--- config.mk ---
export PLATFORM = sky130hd
export DESIGN_NAME = tscr_regs
export DESIGN_NICKNAME = d
export VERILOG_FILES = /design/src/hdl/tscr_change_det.v /design/src/hdl/tscr_regs.v
export VERILOG_INCLUDE_DIRS = /design/src /design/src/hdl
export SDC_FILE = /design/constraint.sdc
export NUM_CORES = 1
export LEC_CHECK = 0
export ABC_CLOCK_PERIOD_IN_PS = 840
export CAP_MARGIN = 20
export CORE_MARGIN = 2
export CORE_UTILIZATION = 45
export DETAILED_ROUTE_END_ITERATION = 10
export DONT_BUFFER_PORTS = 1
export SYNTH_ARGS = -nofsm -noshare
export SYNTH_HDL_FRONTEND = slang
export SYNTH_SLANG_ARGS = --single-unit
--- constraint.sdc ---
create_clock -name sys_clk -period 0.84 [get_ports sys_clk]
set_input_delay 0.042 -clock sys_clk [delete_from_list [all_inputs] [get_ports sys_clk]]
set_output_delay 0.042 -clock sys_clk [all_outputs]
set_load 0.005 [all_outputs]
--- src/hdl/tscr_map.vh ---
// Register offsets, field positions and reset values of the transceiver status/control bank
`ifndef TSCR_MAP_VH
`define TSCR_MAP_VH

// Register offsets (byte-wide registers at printed offsets)
`define TSCR_OFF_IRQ_MASK 4'h0
`define TSCR_OFF_IRQ_STAT 4'h1
`define TSCR_OFF_ALARM 4'h2
`define TSCR_OFF_CLK_CTRL 4'h3

// Source bit positions in mask, status and alarm registers (alarm register holds bits 0 to 3 only)
`define TSCR_BIT_OVERFLOW 0
`define TSCR_BIT_MULT_LOCK 1
`define TSCR_BIT_REC_LOCK 2
`define TSCR_BIT_SIG_LOSS 3
`define TSCR_BIT_OSC_LOCK 4
`define TSCR_SRC_MASK 8'h1f
`define TSCR_ALARM_MASK 8'h0f

// Clocking control field positions
`define TSCR_CTL_MANUAL_FLUSH 0
`define TSCR_CTL_AUTO_FLUSH 1
`define TSCR_CTL_AUX_HIZ 2
`define TSCR_CTL_DEJITTER 3
`define TSCR_CTL_BANDWIDTH 4
`define TSCR_CTL_SEC_SOURCE 5
`define TSCR_CTL_REF_RATE 6
`define TSCR_CTL_SEC_OFF 7

// Reset values
`define TSCR_RST_CTRL 8'h00
`define TSCR_RST_MASK 8'h00
`define TSCR_RST_STAT 8'h00

`endif

--- src/hdl/tscr_change_det.v ---
// Change detector that raises one pulse per source whose level toggled
`timescale 1ns/100ps
`default_nettype none

module tscr_change_det #(
  parameter WIDTH = 5
) (
  input wire sys_clk, // System clock
  input wire rstn, // Asynchronous reset, active low
  input wire [WIDTH-1:0] level_in, // Live source levels
  output wire [WIDTH-1:0] change_pulse // One-cycle pulse per changed source
);

  reg [WIDTH-1:0] prev_q;

  always @(posedge sys_clk or negedge rstn) begin
    if (!rstn) begin
      prev_q <= {WIDTH{1'b0}};
    end else begin
      prev_q <= level_in;
    end
  end

  genvar i;
  generate
    for (i = 0; i < WIDTH; i = i + 1) begin : g_chg
      assign change_pulse[i] = level_in[i] ^ prev_q[i];
    end
  endgenerate

endmodule

`default_nettype wire

--- src/hdl/tscr_regs.v ---
// Status and control register bank of a serial transceiver channel
`timescale 1ns/100ps
`default_nettype none
`include "tscr_map.vh"

module tscr_regs #(
  parameter ADDR_W = 4
) (
  input wire sys_clk, // System clock, 10 MHz
  input wire rstn, // Asynchronous reset, active low
  input wire [ADDR_W-1:0] reg_addr, // Register address
  input wire [7:0] reg_wdata, // Write data
  input wire reg_wr, // Write strobe
  input wire reg_rd, // Read strobe
  output reg [7:0] reg_rdata, // Read data, valid cycle after strobe
  input wire signal_loss_flag, // Loss of signal present
  input wire recovery_lock_flag, // Recovery loop lock indication
  input wire multiplier_lock_flag, // Multiplier loop lock indication
  input wire overflow_alarm_flag, // Transmit FIFO overflow indication
  input wire osc_lock_flag, // External oscillator lock indication
  output wire secondary_output_off, // Disable secondary serial output
  output wire reference_rate_choice, // High reference frequency selected
  output wire secondary_output_source, // Clock instead of data on secondary
  output wire multiplier_bandwidth, // Wide multiplier loop bandwidth
  output wire dejitter_reference_choice, // De-jitter oscillator as reference
  output wire aux_clock_hiz, // Auxiliary clock output high impedance
  output wire aux_clock_oe_n, // Auxiliary clock output enable, low drives
  output wire overflow_auto_flush, // Automatic flush on overflow enabled
  output wire buffer_manual_flush, // Manual flush control bit
  output reg fifo_flush, // FIFO flush command to datapath
  output wire irq // Level interrupt, high while unmasked status set
);

  // ----------------------------------------------------------------
  // Address decode
  // ----------------------------------------------------------------
  function hit;
    input [ADDR_W-1:0] a;
    input [3:0] off;
    reg [ADDR_W+3:0] ext;
    begin
      ext = {{ADDR_W{1'b0}}, off};
      hit = (a == ext[ADDR_W-1:0]);
    end
  endfunction

  wire wr_mask = reg_wr & hit(reg_addr, `TSCR_OFF_IRQ_MASK);
  wire wr_ctrl = reg_wr & hit(reg_addr, `TSCR_OFF_CLK_CTRL);
  wire rd_stat = reg_rd & hit(reg_addr, `TSCR_OFF_IRQ_STAT);

  // ----------------------------------------------------------------
  // Live alarm state
  // ----------------------------------------------------------------
  wire [4:0] src_level;
  assign src_level[`TSCR_BIT_OVERFLOW] = overflow_alarm_flag;
  assign src_level[`TSCR_BIT_MULT_LOCK] = multiplier_lock_flag;
  assign src_level[`TSCR_BIT_REC_LOCK] = recovery_lock_flag;
  assign src_level[`TSCR_BIT_SIG_LOSS] = signal_loss_flag;
  assign src_level[`TSCR_BIT_OSC_LOCK] = osc_lock_flag;

  wire [4:0] src_change;

  tscr_change_det #(
    .WIDTH(5)
  ) u_chg (
    .sys_clk(sys_clk),
    .rstn(rstn),
    .level_in(src_level),
    .change_pulse(src_change)
  );

  // ----------------------------------------------------------------
  // Control, mask and sticky status
  // ----------------------------------------------------------------
  reg [7:0] ctrl_q;
  reg [4:0] mask_q;
  reg [4:0] stat_q;
  reg [4:0] stat_d;

  always @* begin
    stat_d = stat_q;
    if (rd_stat) begin
      stat_d = 5'h00;
    end
    stat_d = stat_d | src_change;
  end

  always @(posedge sys_clk or negedge rstn) begin
    if (!rstn) begin
      ctrl_q <= `TSCR_RST_CTRL;
      mask_q <= 5'h00;
      stat_q <= 5'h00;
    end else begin
      if (wr_ctrl) begin
        ctrl_q <= reg_wdata;
      end
      if (wr_mask) begin
        mask_q <= reg_wdata[4:0];
      end
      stat_q <= stat_d;
    end
  end

  // Interrupt only for enabled sources
  assign irq = |(stat_q & mask_q);

  // ----------------------------------------------------------------
  // Control outputs
  // ----------------------------------------------------------------
  assign secondary_output_off = ctrl_q[`TSCR_CTL_SEC_OFF];
  assign reference_rate_choice = ctrl_q[`TSCR_CTL_REF_RATE];
  assign secondary_output_source = ctrl_q[`TSCR_CTL_SEC_SOURCE];
  assign multiplier_bandwidth = ctrl_q[`TSCR_CTL_BANDWIDTH];
  assign dejitter_reference_choice = ctrl_q[`TSCR_CTL_DEJITTER];
  assign aux_clock_hiz = ctrl_q[`TSCR_CTL_AUX_HIZ];
  assign aux_clock_oe_n = ctrl_q[`TSCR_CTL_AUX_HIZ];
  assign overflow_auto_flush = ctrl_q[`TSCR_CTL_AUTO_FLUSH];
  assign buffer_manual_flush = ctrl_q[`TSCR_CTL_MANUAL_FLUSH];

  // ----------------------------------------------------------------
  // FIFO flush: held by manual bit, one pulse per overflow in auto mode
  // ----------------------------------------------------------------
  wire ovf_rise = src_change[`TSCR_BIT_OVERFLOW] & overflow_alarm_flag;

  always @(posedge sys_clk or negedge rstn) begin
    if (!rstn) begin
      fifo_flush <= 1'b0;
    end else begin
      fifo_flush <= buffer_manual_flush | (overflow_auto_flush & ovf_rise);
    end
  end

  // ----------------------------------------------------------------
  // Read data
  // ----------------------------------------------------------------
  always @(posedge sys_clk or negedge rstn) begin
    if (!rstn) begin
      reg_rdata <= 8'h00;
    end else if (reg_rd) begin
      if (hit(reg_addr, `TSCR_OFF_IRQ_MASK)) begin
        reg_rdata <= {3'h0, mask_q};
      end else if (hit(reg_addr, `TSCR_OFF_IRQ_STAT)) begin
        reg_rdata <= {3'h0, stat_q};
      end else if (hit(reg_addr, `TSCR_OFF_ALARM)) begin
        reg_rdata <= {4'h0, src_level[3:0]};
      end else if (hit(reg_addr, `TSCR_OFF_CLK_CTRL)) begin
        reg_rdata <= ctrl_q;
      end else begin
        reg_rdata <= 8'h00;
      end
    end else begin
      reg_rdata <= 8'h00;
    end
  end

endmodule

`default_nettype wire

==> impl_metrics.toml <==
[floorplan]
fp.dieW_um = 58.16
io_pins = 40
initial_core_util_pct = 47.46
num_rows = 19
core_region_area_um2 = 2781
die_y_um = 58.16
dieArea_um2 = 3383

[setup_path]
cp-start-kind = "flop"
cp_max_fo = 2
r2r_end = "stat_q[3]"
cpPeakStageDelay_ns = 0.41
setup.worst_path.class = "reg2out"
cp.arrival_ns = 1.25
rr_startpoint = "stat_q[3]"
cp-end-kind = "output pin"
worst-endpoint-required_ns = 0.80
reg2regPathDepth = 4
crit_start = "stat_q[3]"
cp.buffers_inverters = 1
cp_cell_sequence = "buf_6 > a222oi_1 > nand2_1"
cpLargestDelayFamily = "flip-flops"
r2r_slack_ns = -0.18
cp_slowest_cell = "dfrtp_1"

[outcome]
outcome = "finished with violations"
violations = "negative setup slack"

[power]
sequentialPowerShare_pct = 54.2
p_sw_share_pct = 25.81
combPwrFrac_pct = 19.5
ir_worst_vdd_v = 0.001560
power-per-cell-area_nw_per_um2 = 1879
p_clk_share_pct = 26.3
p_int_mw = 2.555
switchingPower_mw = 0.8890
leakage_nw = 0.8208

[clock_network]
clk_pin_slew_ns = 0.09
ctsRootBufferMaster = "clkbuf_4"
cts_buffers = 5
clock_latency_ns = 0.33
clock-sinks = 32
cts_tree = "yes"
clockBufferDepth = 2
htreeDepth = 2

[synthesis]
synth_top_cells_by_area = "dfrtp_1 61%, mux2_2 11%, nor2_1 3.4%"
syn_area_um2 = 1320
synth_compound_area_share_pct = 8.152
yosysSeqAreaShare_pct = 60.66
synthSimpleGateAreaFrac_pct = 11.47
yosysTopAreaCell = "dfrtp_1"
synthMuxAreaShare_pct = 14.12
synthAdderAreaFrac_pct = 0.9479
yosys.area.top_type_share_pct = 60.66
ys_warn_count = 0
syn_nets = 119
avgSynthCellArea_um2 = 13.61
synthCells = 97
yosys_register_bits = 32
synth_cell_types = 25
synth_top_family_by_area = "multiplexers"
synth-xor-area-share_pct = 2.654

[finish]
syn2layout_area_growth_pct = 38.86
final_area_um2 = 1833
nNetsFinal = 158
diodes = 0
drive_gt1_share_pct = 41.61

[grt]
grt.total_usage_pct = 19.45
gr-max-usage-layer = "met2"
use_met3_pct = 6.250
grt_pass1_vias = 969
gr-total-overflow = 0
grt_pass1_wl_um = 4650
gr-usage-met2_pct = 29.71
antenna_found_initial = 0
grt_max_degree = 33
grt_use_met1_pct = 24.38

[place]
pre_cts_slack_ns = -0.4014
dpl.hpwl_um = 1911
io_buffers = 0
gp_congestion = 0.7855
place_area_um2 = 1464

[sta]
setup_tns_ns = -1.594
fmax_mhz = 775.4
final_hold_viol_count = 0
skew_ns = 0.005515
layout_setup_ws_ns = -0.4497
layout_min_cycle_time_ns = 1.290
drv_slew = 0
worst_slew_pin_slew_ns = 0.3929
slew_headroom_pct = 73.80
post-route-period-util_pct = 153.5
rsz0062_at_grt = "true"
setup_viol = 19

[worst_hold_path]
hold_depth = 2
min_to = "reg_rdata[3]"
min_path_type = "in2reg"
min_from = "signal_loss_flag"

[route]
drt_pass1_iterations = 4
antenna_left = 0
vias = 905
viasPerCell = 5.387
wl_per_cell_um = 17.33
drt_iter0_drc = 36
drc = 0
wl_um = 2912

[run]
max_cap_violations = 0
[routing by layer]
metal,up-vias,wire length (um)
li1,427,-
met3,5,193
met4,0,47
met2,31,1458
met5,-,0
met1,442,1213
[area by class of cell]
| class | instances | area, um2 |
|---|---|---|
| Fill cell | 210 | 948.4 |
| Sequential cell | 32 | 800.8 |
| Multi-Input combinational cell | 60 | 566.8 |
| Timing Repair Buffer | 36 | 361.6 |
| Clock buffer | 6 | 51.30 |
| Tap cell | 31 | 38.79 |
| Clock inverter | 2 | 10.01 |
| Inverter | 1 | 3.754 |
[synth_stat cells]
cell type   n
a2111oi_0   4
a21bo_1     1
a21boi_0    1
a21o_1      5
a222oi_1    1
a22oi_1     1
and2_1      3
buf_2       3
buf_4       1
dfrtp_1    32
ha_1        1
inv_1       1
mux2_2     13
mux2i_1     4
nand2_1     2
nand3_1     1
nor2_1     12
nor3b_1     1
nor4_1      1
nor4b_4     1
or3b_1      1
or3b_4      1
or4_1       1
or4b_2      1
xor2_1      4
[worst reg2reg max path, cell delays in order, from the launching register on]
cell and delay, ns:
dfrtp_1 0.41, buf_6 0.12, buf_4 0.12, buf_6 0.10, a21o_1 0.16
[kinds of logic (layout without fill, tap and decap cells)]
group / Yosys count / after routing
compound gates: 13 / 13
simple gates: 25 / 25
flops: 32 / 32
mux: 17 / 17
xor+xnor: 4 / 4
buf+inv: 5 / 45
fa+ha+maj: 1 / 1
[worst max path at each step]
stage	endpoint	slack, ns	depth (start not counted)
2_1_floorplan	stat_q[0]	-0.39	4
3_3_place_gp	stat_q[0]	-0.37	3
3_5_place_dp	reg_rdata[0]	-0.40	3
4_1_cts	irq	-0.47	3
5_1_grt	irq	-0.55	3
6_report	irq	-0.45	3
[placed cells by master, fill, tap and decap left out, drive strengths merged, types with 4 or more instances in the layout]
master,Yosys,final
xor2,4,4
nor2,12,12
dlygate4sd3,0,14
buf,4,20
dfrtp,32,32
mux2,13,13
clkbuf,0,6
a21o,5,5
mux2i,4,4
a2111oi,4,4
[per-stage QoR]
step | cells | util (%) | power [mW] | hold slack, ns
6_report | 168 | 65.90 | 3.444 | 0.005929
5_1_grt | 168 | 65.90 | 3.625 | 0.01602
4_1_cts | 166 | 64.01 | 3.461 | 0.001867
3_5_place_dp | 138 | 52.63 | 2.340 | -0.2527
3_3_place_gp | 138 | 52.63 | 2.330 | -0.2529
2_1_floorplan | 97 | - | 2.177 | -0.2536
[flip-flops by register name, summed over array words and instances (netlist names)]
register      count
ctrl_q            8
fifo_flush        1
mask_q            5
reg_rdata         8
stat_q            5
u_chg.prev_q      5
[power groups by stage]
stage	logic [mW]	registers, mW	clock network [mW]
2_1_floorplan	0.302	1.88	0
3_3_place_gp	0.446	1.88	0
3_5_place_dp	0.453	1.89	0
4_1_cts	0.650	1.87	0.944
5_1_grt	0.734	1.89	1.00
6_report	0.672	1.87	0.906
[what timing repair did]
action                                  CTS  global route
hold buffers                             17             0
endpoints found under the hold margin    61             0
endpoints found under the setup margin   21            22
pin swaps                                 8             5
resized for setup                        15            11
buffers inserted                          3             2
Note: power is estimated with default switching activity, not from simulation.
